==> src/sdpi_pkg.sv <==
// Shared constants and carrier types of the step and direction pulse input.
package sdpi_pkg;

   // ----------------------------------------------------------------
   // Register map, byte addresses of aligned 32-bit words
   // ----------------------------------------------------------------
   localparam int unsigned ADDR_W         = 8;
   localparam logic [7:0]  OFF_MODE       = 8'h00;
   localparam logic [7:0]  OFF_SUBTYPE    = 8'h04;
   localparam logic [7:0]  OFF_NUMER      = 8'h08;
   localparam logic [7:0]  OFF_DENOM      = 8'h0C;
   localparam logic [7:0]  OFF_POS        = 8'h10;
   localparam logic [7:0]  OFF_FE_WINDOW  = 8'h14;
   localparam logic [7:0]  OFF_FE_TIMEOUT = 8'h18;
   localparam logic [7:0]  OFF_STATUS     = 8'h1C;
   localparam logic [7:0]  OFF_EVENT      = 8'h20;
   localparam logic [7:0]  OFF_MASK       = 8'h24;
   localparam logic [7:0]  OFF_INVERT     = 8'h28;
   localparam logic [7:0]  OFF_LIMIT_EN   = 8'h2C;
   localparam logic [7:0]  OFF_POLE_PAIRS = 8'h30;
   localparam logic [7:0]  OFF_STEPS_REV  = 8'h34;
   localparam logic [7:0]  OFF_IN_LEVEL   = 8'h38;

   // ----------------------------------------------------------------
   // Field positions, codes and reset values
   // ----------------------------------------------------------------
   localparam logic [7:0]  MODE_PULSE     = 8'hFF;
   localparam logic        SUB_PLUS_DIR   = 1'b0;
   localparam logic        SUB_DUAL_ROT   = 1'b1;
   localparam logic [15:0] NUMER_RESET    = 16'h0080;
   localparam logic [15:0] DENOM_RESET    = 16'h0001;
   localparam logic [15:0] FULL_STEP      = 16'h0200;
   localparam logic [7:0]  POLE_PAIRS_RST = 8'h32;
   localparam int unsigned STEPS_PER_PP_SHIFT = 2;
   localparam int unsigned SW_MODE_ACTIVE = 0;
   localparam int unsigned SW_DIV_BUSY    = 1;
   localparam int unsigned SW_FOLLOW_ERR  = 13;
   localparam int unsigned NIN            = 6;
   localparam int unsigned IN_NEG_LIMIT   = 0;
   localparam int unsigned IN_DIRECTION   = 1;
   localparam int unsigned IN_PULSE       = 2;
   localparam int unsigned HEX_W          = 4;
   localparam int unsigned EVT_W          = 4;

   // ----------------------------------------------------------------
   // Timing
   // ----------------------------------------------------------------
   localparam int unsigned CLK_PERIOD_NS  = 100;
   localparam int unsigned DIR_SETUP_NS   = 35000;
   localparam int unsigned DIR_SETUP_CYC  = (DIR_SETUP_NS + CLK_PERIOD_NS - 1) / CLK_PERIOD_NS;
   localparam int unsigned DIR_SETUP_W    = $clog2(DIR_SETUP_CYC + 1);
   localparam int unsigned MS_NS          = 1000000;
   localparam int unsigned TICK_CYC       = MS_NS / CLK_PERIOD_NS;

   // Sticky events, one bit each, same layout in the event register and mask.
   typedef struct packed {
      logic limit;
      logic spacing;
      logic follow;
      logic pulse;
   } sdpi_evt_t;

endpackage

==> src/sdpi_top.sv <==
// Step and direction pulse input: pin conditioning, step scaling, position and registers.
`timescale 1ns/1ps

module sdpi_top #(
   parameter int unsigned POS_W         = 32,
   parameter int unsigned RATIO_W       = 16,
   parameter int unsigned TICK_CYCLES   = sdpi_pkg::TICK_CYC,
   parameter logic [3:0]  HEX_MODE_CODE = 4'h1
) (
   input  wire logic                           clk,
   input  wire logic                           reset_n,
   input  wire logic [sdpi_pkg::ADDR_W-1:0]    addr,
   input  wire logic [31:0]                    wdata,
   input  wire logic                           wr_en,
   input  wire logic                           rd_en,
   output logic      [31:0]                    rd_data,
   input  wire logic [sdpi_pkg::NIN-1:0]       in_pin,
   input  wire logic [sdpi_pkg::HEX_W-1:0]     hex_pin,
   input  wire logic                           closed_loop,
   input  wire logic [POS_W-1:0]               act_pos,
   output logic      [POS_W-1:0]               cmd_pos,
   output logic                                mode_active,
   output logic                                follow_err,
   output logic                                irq
);

   localparam int unsigned NSYNC = sdpi_pkg::NIN + sdpi_pkg::HEX_W;
   localparam int unsigned TW    = $clog2(TICK_CYCLES);

   if (POS_W < 16 || POS_W > 32 || RATIO_W < 8 || RATIO_W > 16 || TICK_CYCLES < 2) begin : g_bad
      $error("sdpi_top: unsupported parameter values");
   end

   // ----------------------------------------------------------------
   // State
   // ----------------------------------------------------------------
   typedef struct packed {
      logic [2:0][NSYNC-1:0]             sy;
      logic [NSYNC-1:0]                  lvl;
      logic [7:0]                        mode;
      logic                              sub;
      logic [RATIO_W-1:0]                num;
      logic [RATIO_W-1:0]                den;
      logic [RATIO_W-1:0]                step_q;
      logic [RATIO_W-1:0]                step_r;
      logic [RATIO_W-1:0]                frac;
      logic                              dv_busy;
      logic [5:0]                        dv_cnt;
      logic [RATIO_W-1:0]                dv_a;
      logic [RATIO_W-1:0]                dv_q;
      logic signed [POS_W-1:0]           pos;
      logic [sdpi_pkg::DIR_SETUP_W-1:0]  spc;
      logic [TW-1:0]                     tick_cnt;
      logic                              tick;
      logic [POS_W-1:0]                  fe_win;
      logic [15:0]                       fe_tmo;
      logic [15:0]                       fe_cnt;
      logic                              fe;
      sdpi_pkg::sdpi_evt_t               evt;
      logic [sdpi_pkg::EVT_W-1:0]        mask;
      logic [sdpi_pkg::NIN-1:0]          inv;
      logic [1:0]                        lim_en;
      logic [7:0]                        pp;
      logic                              modeact;
      logic [31:0]                       rd_data;
      logic                              irq;
   } sdpi_state_t;

   sdpi_state_t                s;
   sdpi_state_t                n;
   logic [NSYNC-1:0]           rise;
   logic [sdpi_pkg::NIN-1:0]   cond;
   logic [sdpi_pkg::NIN-1:0]   inv_eff;
   logic                       pulse_f;
   logic                       pulse_r;
   logic                       blocked;
   logic                       mv_f;
   logic                       mv_r;
   logic [RATIO_W-1:0]         den_eff;
   logic [RATIO_W:0]           a_sh;
   logic [RATIO_W:0]           fr;
   logic [RATIO_W:0]           inc;
   logic signed [POS_W-1:0]    diff;
   logic [POS_W-1:0]           absd;
   logic [31:0]                rdv;
   logic signed [31:0]         pos_rd;
   sdpi_pkg::sdpi_evt_t        ev;

   assign pos_rd = 32'(s.pos);

   // ----------------------------------------------------------------
   // Next-state logic
   // ----------------------------------------------------------------
   always_comb begin
      n       = s;
      a_sh    = '0;
      fr      = '0;
      inc     = '0;
      ev      = '0;
      rdv     = '0;
      pulse_f = 1'b0;
      pulse_r = 1'b0;
      blocked = 1'b0;
      mv_f    = 1'b0;
      mv_r    = 1'b0;

      // Three stages per input; a level is accepted once stages two and three agree.
      n.sy[0] = {hex_pin, in_pin};
      n.sy[1] = s.sy[0];
      n.sy[2] = s.sy[1];
      for (int i = 0; i < NSYNC; i++) begin
         rise[i] = s.sy[1][i] & s.sy[2][i] & ~s.lvl[i];
         if (s.sy[1][i] == s.sy[2][i]) begin
            n.lvl[i] = s.sy[2][i];
         end
      end

      n.modeact = (s.mode == sdpi_pkg::MODE_PULSE)
                | (s.lvl[sdpi_pkg::NIN +: sdpi_pkg::HEX_W] == HEX_MODE_CODE);

      // Pulse and direction pins never see the polarity setting in this mode.
      inv_eff = s.inv;
      if (s.modeact) begin
         inv_eff[sdpi_pkg::IN_PULSE]     = 1'b0;
         inv_eff[sdpi_pkg::IN_DIRECTION] = 1'b0;
      end
      cond = s.lvl[sdpi_pkg::NIN-1:0] ^ inv_eff;

      // Pulse decoding per subtype.
      if (s.modeact) begin
         if (s.sub == sdpi_pkg::SUB_PLUS_DIR) begin
            pulse_f = rise[sdpi_pkg::IN_PULSE] & s.lvl[sdpi_pkg::IN_DIRECTION];
            pulse_r = rise[sdpi_pkg::IN_PULSE] & ~s.lvl[sdpi_pkg::IN_DIRECTION];
         end else begin
            // Edges on both inputs in one cycle cancel out.
            pulse_f = rise[sdpi_pkg::IN_PULSE] & ~rise[sdpi_pkg::IN_DIRECTION];
            pulse_r = rise[sdpi_pkg::IN_DIRECTION] & ~rise[sdpi_pkg::IN_PULSE];
         end
      end
      blocked = (pulse_f & s.lim_en[1] & cond[sdpi_pkg::IN_DIRECTION])
              | (pulse_r & s.lim_en[0] & cond[sdpi_pkg::IN_NEG_LIMIT]);
      mv_f = pulse_f & ~blocked;
      mv_r = pulse_r & ~blocked;
      ev.limit = blocked;
      ev.pulse = mv_f | mv_r;

      // A pulse too soon after a direction change is still counted but flagged.
      if (s.spc != '0) begin
         n.spc = s.spc - 1'b1;
      end
      if (s.modeact && s.sub == sdpi_pkg::SUB_PLUS_DIR &&
          n.lvl[sdpi_pkg::IN_DIRECTION] != s.lvl[sdpi_pkg::IN_DIRECTION]) begin
         n.spc = sdpi_pkg::DIR_SETUP_W'(sdpi_pkg::DIR_SETUP_CYC);
      end
      ev.spacing = (pulse_f | pulse_r) & (s.spc != '0);

      // Whole part and remainder of the ratio keep the position exact over many pulses.
      den_eff = (s.den == '0) ? RATIO_W'(1) : s.den;
      if (mv_f) begin
         fr  = {1'b0, s.frac} + {1'b0, s.step_r};
         inc = {1'b0, s.step_q};
         if (fr >= {1'b0, den_eff}) begin
            fr  = fr - {1'b0, den_eff};
            inc = inc + 1'b1;
         end
         n.frac = fr[RATIO_W-1:0];
         n.pos  = s.pos + POS_W'(inc);
      end else if (mv_r) begin
         inc = {1'b0, s.step_q};
         if (s.frac >= s.step_r) begin
            n.frac = s.frac - s.step_r;
         end else begin
            n.frac = s.frac + (den_eff - s.step_r);
            inc    = inc + 1'b1;
         end
         n.pos = s.pos - POS_W'(inc);
      end

      // Millisecond time base for the following-error timeout.
      n.tick = 1'b0;
      if (s.tick_cnt == TW'(TICK_CYCLES - 1)) begin
         n.tick_cnt = '0;
         n.tick     = 1'b1;
      end else begin
         n.tick_cnt = s.tick_cnt + 1'b1;
      end

      diff = s.pos - $signed(act_pos);
      absd = diff[POS_W-1] ? POS_W'(-diff) : POS_W'(diff);
      if (closed_loop && absd > s.fe_win) begin
         if (s.tick && s.fe_cnt != 16'hFFFF) begin
            n.fe_cnt = s.fe_cnt + 1'b1;
         end
         if (s.fe_cnt > s.fe_tmo) begin
            n.fe = 1'b1;
         end
      end else begin
         n.fe_cnt = '0;
         n.fe     = 1'b0;
      end
      ev.follow = n.fe & ~s.fe;

      // Register reads; data stand only in the cycle after the strobe.
      case (addr)
         sdpi_pkg::OFF_MODE:       rdv = {24'h00_0000, s.mode};
         sdpi_pkg::OFF_SUBTYPE:    rdv = {31'h0000_0000, s.sub};
         sdpi_pkg::OFF_NUMER:      rdv = 32'(s.num);
         sdpi_pkg::OFF_DENOM:      rdv = 32'(s.den);
         sdpi_pkg::OFF_POS:        rdv = pos_rd;
         sdpi_pkg::OFF_FE_WINDOW:  rdv = 32'(s.fe_win);
         sdpi_pkg::OFF_FE_TIMEOUT: rdv = {16'h0000, s.fe_tmo};
         sdpi_pkg::OFF_STATUS: begin
            rdv[sdpi_pkg::SW_MODE_ACTIVE] = s.modeact;
            rdv[sdpi_pkg::SW_DIV_BUSY]    = s.dv_busy;
            rdv[sdpi_pkg::SW_FOLLOW_ERR]  = s.fe;
         end
         sdpi_pkg::OFF_EVENT:      rdv = 32'(s.evt);
         sdpi_pkg::OFF_MASK:       rdv = 32'(s.mask);
         sdpi_pkg::OFF_INVERT:     rdv = 32'(s.inv);
         sdpi_pkg::OFF_LIMIT_EN:   rdv = 32'(s.lim_en);
         sdpi_pkg::OFF_POLE_PAIRS: rdv = 32'(s.pp);
         sdpi_pkg::OFF_STEPS_REV:  rdv = 32'(s.pp) << sdpi_pkg::STEPS_PER_PP_SHIFT;
         sdpi_pkg::OFF_IN_LEVEL:   rdv = 32'(cond);
         default:                  rdv = '0;
      endcase
      n.rd_data = rd_en ? rdv : '0;

      // A read clears the sticky events; a new event in the same cycle survives.
      if (rd_en && addr == sdpi_pkg::OFF_EVENT) begin
         n.evt = '0;
      end
      n.evt = n.evt | ev;

      // Register writes.
      if (wr_en) begin
         case (addr)
            sdpi_pkg::OFF_MODE:       n.mode   = wdata[7:0];
            sdpi_pkg::OFF_SUBTYPE:    n.sub    = wdata[0];
            sdpi_pkg::OFF_NUMER:      n.num    = wdata[RATIO_W-1:0];
            sdpi_pkg::OFF_DENOM:      n.den    = wdata[RATIO_W-1:0];
            sdpi_pkg::OFF_POS: begin
               n.pos  = wdata[POS_W-1:0];
               n.frac = '0;
            end
            sdpi_pkg::OFF_FE_WINDOW:  n.fe_win = wdata[POS_W-1:0];
            sdpi_pkg::OFF_FE_TIMEOUT: n.fe_tmo = wdata[15:0];
            sdpi_pkg::OFF_MASK:       n.mask   = wdata[sdpi_pkg::EVT_W-1:0];
            sdpi_pkg::OFF_INVERT:     n.inv    = wdata[sdpi_pkg::NIN-1:0];
            sdpi_pkg::OFF_LIMIT_EN:   n.lim_en = wdata[1:0];
            sdpi_pkg::OFF_POLE_PAIRS: n.pp     = wdata[7:0];
            default: ;
         endcase
      end

      // Serial divider, one quotient bit per cycle; a new ratio restarts it.
      if (s.dv_busy) begin
         a_sh   = {s.dv_a, s.dv_q[RATIO_W-1]};
         n.dv_q = {s.dv_q[RATIO_W-2:0], 1'b0};
         if (a_sh >= {1'b0, den_eff}) begin
            a_sh      = a_sh - {1'b0, den_eff};
            n.dv_q[0] = 1'b1;
         end
         n.dv_a   = a_sh[RATIO_W-1:0];
         n.dv_cnt = s.dv_cnt - 1'b1;
         if (s.dv_cnt == 6'h01) begin
            n.dv_busy = 1'b0;
            n.step_q  = n.dv_q;
            n.step_r  = n.dv_a;
            n.frac    = '0;
         end
      end
      if (wr_en && (addr == sdpi_pkg::OFF_NUMER || addr == sdpi_pkg::OFF_DENOM)) begin
         n.dv_busy = 1'b1;
         n.dv_a    = '0;
         n.dv_q    = n.num;
         n.dv_cnt  = 6'(RATIO_W);
      end

      n.irq = |(n.evt & n.mask);
   end

   // ----------------------------------------------------------------
   // State register
   // ----------------------------------------------------------------
   always_ff @(posedge clk) begin
      if (!reset_n) begin
         s        <= '0;
         s.num    <= RATIO_W'(sdpi_pkg::NUMER_RESET);
         s.den    <= RATIO_W'(sdpi_pkg::DENOM_RESET);
         s.step_q <= RATIO_W'(sdpi_pkg::NUMER_RESET / sdpi_pkg::DENOM_RESET);
         s.pp     <= sdpi_pkg::POLE_PAIRS_RST;
      end else begin
         s <= n;
      end
   end

   assign rd_data     = s.rd_data;
   assign cmd_pos     = s.pos;
   assign mode_active = s.modeact;
   assign follow_err  = s.fe;
   assign irq         = s.irq;

   // ----------------------------------------------------------------
   // Assertions
   // ----------------------------------------------------------------
   a_mode_entry: assert property (@(posedge clk) disable iff (!reset_n)
      (s.mode == sdpi_pkg::MODE_PULSE) |=> s.modeact)
      else $error("mode selector FFh did not activate the mode");

   a_hex_entry: assert property (@(posedge clk) disable iff (!reset_n)
      (s.lvl[sdpi_pkg::NIN +: sdpi_pkg::HEX_W] == HEX_MODE_CODE) |=> s.modeact)
      else $error("coding switch did not activate the mode");

   a_step_forward: assert property (@(posedge clk) disable iff (!reset_n)
      (mv_f && s.step_r == '0 && !wr_en) |=> (s.pos == $past(s.pos) + POS_W'($past(s.step_q))))
      else $error("forward pulse moved by the wrong amount");

   a_reset_ratio: assert property (@(posedge clk) disable iff (!reset_n)
      $rose(reset_n) |-> (s.num == RATIO_W'(128) && s.den == RATIO_W'(1) && s.step_q == 8'd128))
      else $error("ratio after reset is not 128 over 1");

   a_full_step: assert property (@(posedge clk) disable iff (!reset_n)
      (s.step_q == RATIO_W'(sdpi_pkg::FULL_STEP) && s.step_r == '0 && mv_r && !wr_en)
      |=> (s.pos == $past(s.pos) - POS_W'(512)))
      else $error("full step ratio did not move 512 units");

   a_steps_rev: assert property (@(posedge clk) disable iff (!reset_n)
      (rd_en && addr == sdpi_pkg::OFF_STEPS_REV && !wr_en)
      |=> (s.rd_data == 32'($past(s.pp)) * 4))
      else $error("steps per revolution is not four per pole pair");

   a_follow_set: assert property (@(posedge clk) disable iff (!reset_n)
      $rose(s.fe) |-> ($past(closed_loop) && $past(s.fe_cnt) > $past(s.fe_tmo)))
      else $error("following error set without a timed-out excursion");

   a_dir_level: assert property (@(posedge clk) disable iff (!reset_n)
      (s.modeact && !s.sub && rise[sdpi_pkg::IN_PULSE] && !s.lvl[sdpi_pkg::IN_DIRECTION]
       && !blocked && !wr_en) |=> (s.pos < $past(s.pos) || $past(s.pos) == $past(s.pos) - 1'b1))
      else $error("low direction level did not move backwards");

   a_dual_reverse: assert property (@(posedge clk) disable iff (!reset_n)
      (s.modeact && s.sub && rise[sdpi_pkg::IN_DIRECTION] && !rise[sdpi_pkg::IN_PULSE]
       && !blocked) |-> mv_r)
      else $error("edge on the second input did not move backwards");

   a_limit_hold: assert property (@(posedge clk) disable iff (!reset_n)
      (blocked && !wr_en) |=> (s.pos == $past(s.pos) && s.evt.limit))
      else $error("pulse moved past an active limit switch");

   a_pin_select: assert property (@(posedge clk) disable iff (!reset_n)
      (mv_f && !s.sub) |-> (s.sy[2][sdpi_pkg::IN_PULSE] && s.lvl[sdpi_pkg::IN_DIRECTION]))
      else $error("pulse taken from the wrong pin or polarity");

   a_sync_depth: assert property (@(posedge clk) disable iff (!reset_n)
      $rose(s.lvl[sdpi_pkg::IN_PULSE]) |-> ($past(s.sy[1][sdpi_pkg::IN_PULSE])
                                           && $past(s.sy[2][sdpi_pkg::IN_PULSE])))
      else $error("pulse level accepted before two stages agreed");

endmodule

==> config.mk <==
export PLATFORM = sky130hd
export DESIGN_NAME = sdpi_top
export DESIGN_NICKNAME = d
export VERILOG_FILES = /design/src/sdpi_pkg.sv /design/src/sdpi_top.sv
export SDC_FILE = /design/constraint.sdc
export NUM_CORES = 1
export LEC_CHECK = 0
export BUFFER_PORTS_ARGS = -buffer_cell sky130_fd_sc_hd__buf_2
export CAP_MARGIN = 5
export CORE_MARGIN = 10
export CORE_UTILIZATION = 50
export DETAILED_ROUTE_END_ITERATION = 16
export PLACE_DENSITY = 0.68
export SETUP_SLACK_MARGIN = 0.5
export SYNTH_ARGS = -nofsm -noshare
export SYNTH_HDL_FRONTEND = slang
export SYNTH_SLANG_ARGS = --single-unit
==> constraint.sdc <==
create_clock -name clk -period 18.3 [get_ports clk]
set_clock_uncertainty 0.15 [all_clocks]
set_input_delay 3.66 -clock clk [delete_from_list [all_inputs] [get_ports clk]]
set_output_delay 3.66 -clock clk [all_outputs]
set_load 0.02 [all_outputs]
==> impl_metrics.env <==
export IMPL_status="finished, final reports clean"
export IMPL_numPortBuffers=153
export IMPL_hpwl_um=62000
export IMPL_track_usage_pct=26.5
export IMPL_rr_worst_depth=32
export IMPL_critPathKind="in -> reg"
export IMPL_grt_pass1_vias=23200
export IMPL_grt_pass1_wl_um=129000
export IMPL_critical_path_arrival_ns=9.32
export IMPL_final_util_pct=54.4
export IMPL_p_leak_nw=10.9
export IMPL_synthFlopType="dfxtp_1"
export IMPL_ctsHoldBuffers=0
export IMPL_root_buffer="clkbuf_16"
export IMPL_rows=82
export IMPL_routabilityCongestion=0.976
export IMPL_hold_path_depth=1
export IMPL_finalHoldViolCount=0
export IMPL_synth_simple_gate_area_share_pct=21.3
export IMPL_start_util_pct=50.5
export IMPL_slew_viol_final=0
export IMPL_crit_fanout=6
export IMPL_ys_warnings_count=0
export IMPL_min_to="n[340]"
export IMPL_vdd_drop_max_mv=0.0733
export IMPL_power_mw=1.72
export IMPL_synth_top_family_by_area="compound AO/OA/AOI/OAI gates"
export IMPL_yosysTopAreaCell="dfxtp_1"
export IMPL_syn_to_final_growth_pct=7.77
export IMPL_hold_start="n[330]"
export IMPL_worstPathRequired_ns=18.56
export IMPL_drive_above_1_share_pct=8.98
export IMPL_fmax_ghz=0.110
export IMPL_clock_latency_ns=0.57
export IMPL_period_minus_slack_ns=9.06
export IMPL_synthMuxAreaShare_pct=2.52
export IMPL_syn_num_nets=3608
export IMPL_synthXorXnorAreaFrac_pct=6.97
export IMPL_synth_compound_area_share_pct=22.2
export IMPL_synth_edf_count=0
export IMPL_htree_levels=2
export IMPL_tritoncts="built"
export IMPL_min_delay_path_class="reg -> reg"
export IMPL_yosysUniqueCellTypes=103
export IMPL_fin_crit_sh_pct=49.5
export IMPL_antenna_found_initial=2
export IMPL_tns_ns=0
export IMPL_r2r_start="s[235]"
export IMPL_yosys_top_cells_area="dfxtp_1, ha_1, nand2_1"
export IMPL_ys_ff_latch=347
export IMPL_via_per_inst=6.05
export IMPL_syn_inst=3297
export IMPL_powerDensity_nw_per_um2=63.3
export IMPL_synth_common_cells="nand2_1, dfxtp_1, a21oi_1, nor2_1, inv_1"
export IMPL_post_cts_setup_buffers=0
export IMPL_synth_area_per_cell_um2=7.67
export IMPL_syn_area_um2=25300
export IMPL_die_w_um=245
export IMPL_grt_ovfl_total=0
export IMPL_io_pins=154
export IMPL_setup_violations=0
export IMPL_clk_pin_slew_ns=0.06
export IMPL_drt_first_pass_iters=6
export IMPL_drt_wl_total_um=83100
export IMPL_cts_buffers=38
export IMPL_yosys_area_share_adder_pct=11.7
export IMPL_final_area_um2=27200
export IMPL_synth_async_reset_ratio_pct=0
export IMPL_r2r_slack_ns=10.16
export IMPL_grt_max_degree=98
export IMPL_yosysSeqAreaShare_pct=27.5
export IMPL_die_area_um2=59900
export IMPL_slew_headroom_pct=26.1
export IMPL_fin_nets=3605
export IMPL_rsz0062_at_grt="no"
export IMPL_clock_path_buffers=3
export IMPL_drc=0
export IMPL_yosysTopAreaCellShare_pct=27.5
export IMPL_r2r_end="cmd_pos[28]"
export IMPL_wire_per_inst_um=20.8
export IMPL_dr_first_iter_drc_count=2319
export IMPL_ctsResizeCount=0
export IMPL_worstMarginPinSlew_ns=1.09
export IMPL_antenna_left=0
export IMPL_worst_hold_slack_ns=0.270
export IMPL_critPathCaptureType="flip-flop"
export IMPL_start_kind="input pin"
export IMPL_yosys_cell_count_top_type="nand2_1"
export IMPL_maxCapViolations=0
export IMPL_vias=24200
export IMPL_placedInstanceArea_um2=26000
export IMPL_die_h_um=245
export IMPL_coreArea_um2=50100
export IMPL_clock_sinks=347
## worst max-delay path by stage
stage | start | endpoint | slack [ns] | cells past startpoint
2_1_floorplan | act_pos[0] | s[64] | 9.07 | 25
3_3_place_gp | act_pos[0] | irq | 8.83 | 25
3_5_place_dp | act_pos[0] | irq | 8.71 | 25
4_1_cts | act_pos[0] | irq | 9.30 | 25
5_1_grt | act_pos[9] | irq | 8.87 | 24
6_report | act_pos[0] | s[55] | 9.24 | 25
## cell families (layout without fill, tap and decap cells)
kind of cell               count (synthesis)  after routing
and+or+nand+nor                         1138           1138
AOI/OAI and AO/OA                        877            877
buffers and inverters                    448            471
DFF                                      347            347
adders and majority gates                224            224
xor gates and xnor gates                 201            201
muxes                                     62             62
other                                      0              1
## layout by cell type (no fill, tap or decap), types with 11 or more instances in the layout
master,n
nand2_1,436
dfxtp_1,346
a21oi_1,315
nor2_1,249
inv_1,226
ha_1,202
buf_2,152
o21ai_0,127
xnor2_1,123
nand3_1,101
xor2_1,78
nor3_1,62
a22oi_1,57
a21o_1,55
mux2i_1,52
a211oi_1,49
o211ai_1,45
and2_1,44
nand4_1,41
clkbuf_16,38
nor2b_1,33
and3_1,32
a31oi_1,29
o21a_1,28
buf_4,26
nand2b_1,25
or3_1,22
fa_1,22
o21bai_1,20
nor4_1,18
a221oi_1,14
o22ai_1,13
clkbuf_1,11
## metal layers
layer,vias up,wire (um),global-route usage (%)
met5,-,12,0
met4,2,2580,8.55
met3,167,8160,6.31
met2,1064,36500,41.8
met1,11400,35800,35.2
li1,11500,-,-
## cell type report
class	count	area (um^2)
multi-input cells	2502	16400
inverters	227	857
flip-flops and latches	347	6950
diodes	1	2.50
clock buffers	52	1030
repair buffers	178	956
clock inverters	14	198
well taps	672	841
fillers	4826	22800
## metrics by stage
stage	cells	worst slack, ns
final	3993	9.24
after global routing	3992	8.87
after detailed placement	3926	8.71
after floorplan	3297	9.07
after CTS	3992	9.30
after global placement	3926	8.83
## report_power, final
part	internal [mW]	total [mW]	switching [mW]
sequential	0.766	0.773	0.00726
combinational	0.0679	0.169	0.101
clock	0.454	0.782	0.328
total	1.29	1.72	0.436
## flip-flops by register name, summed over array words and instances, names as in the netlist
signal	cells
s	256
irq	1
n	20
inv_eff	4
cmd_pos	32
mode_active	1
rd_data	32
follow_err	1
## critical path, cell delays in order
cell and delay (ns):
buf_2 0.08, ha_1 0.16, inv_1 0.06, fa_1 0.43, a211oi_2 0.31, o211ai_1 0.30
nand4_1 0.25, a21oi_1 0.10, or3_1 0.38, a22o_2 0.29, nor4b_2 0.40, nor3b_2 0.38
a21oi_1 0.13, xor2_1 0.18, ha_1 0.34, a21o_1 0.19, a21o_1 0.17, a21o_1 0.17
a21oi_1 0.13, nor2b_1 0.06, o21ai_0 0.14, nand2b_1 0.08, a21o_1 0.20, o31ai_1 0.54
o41ai_1 0.17
Note: power is estimated with default switching activity, not from simulation.
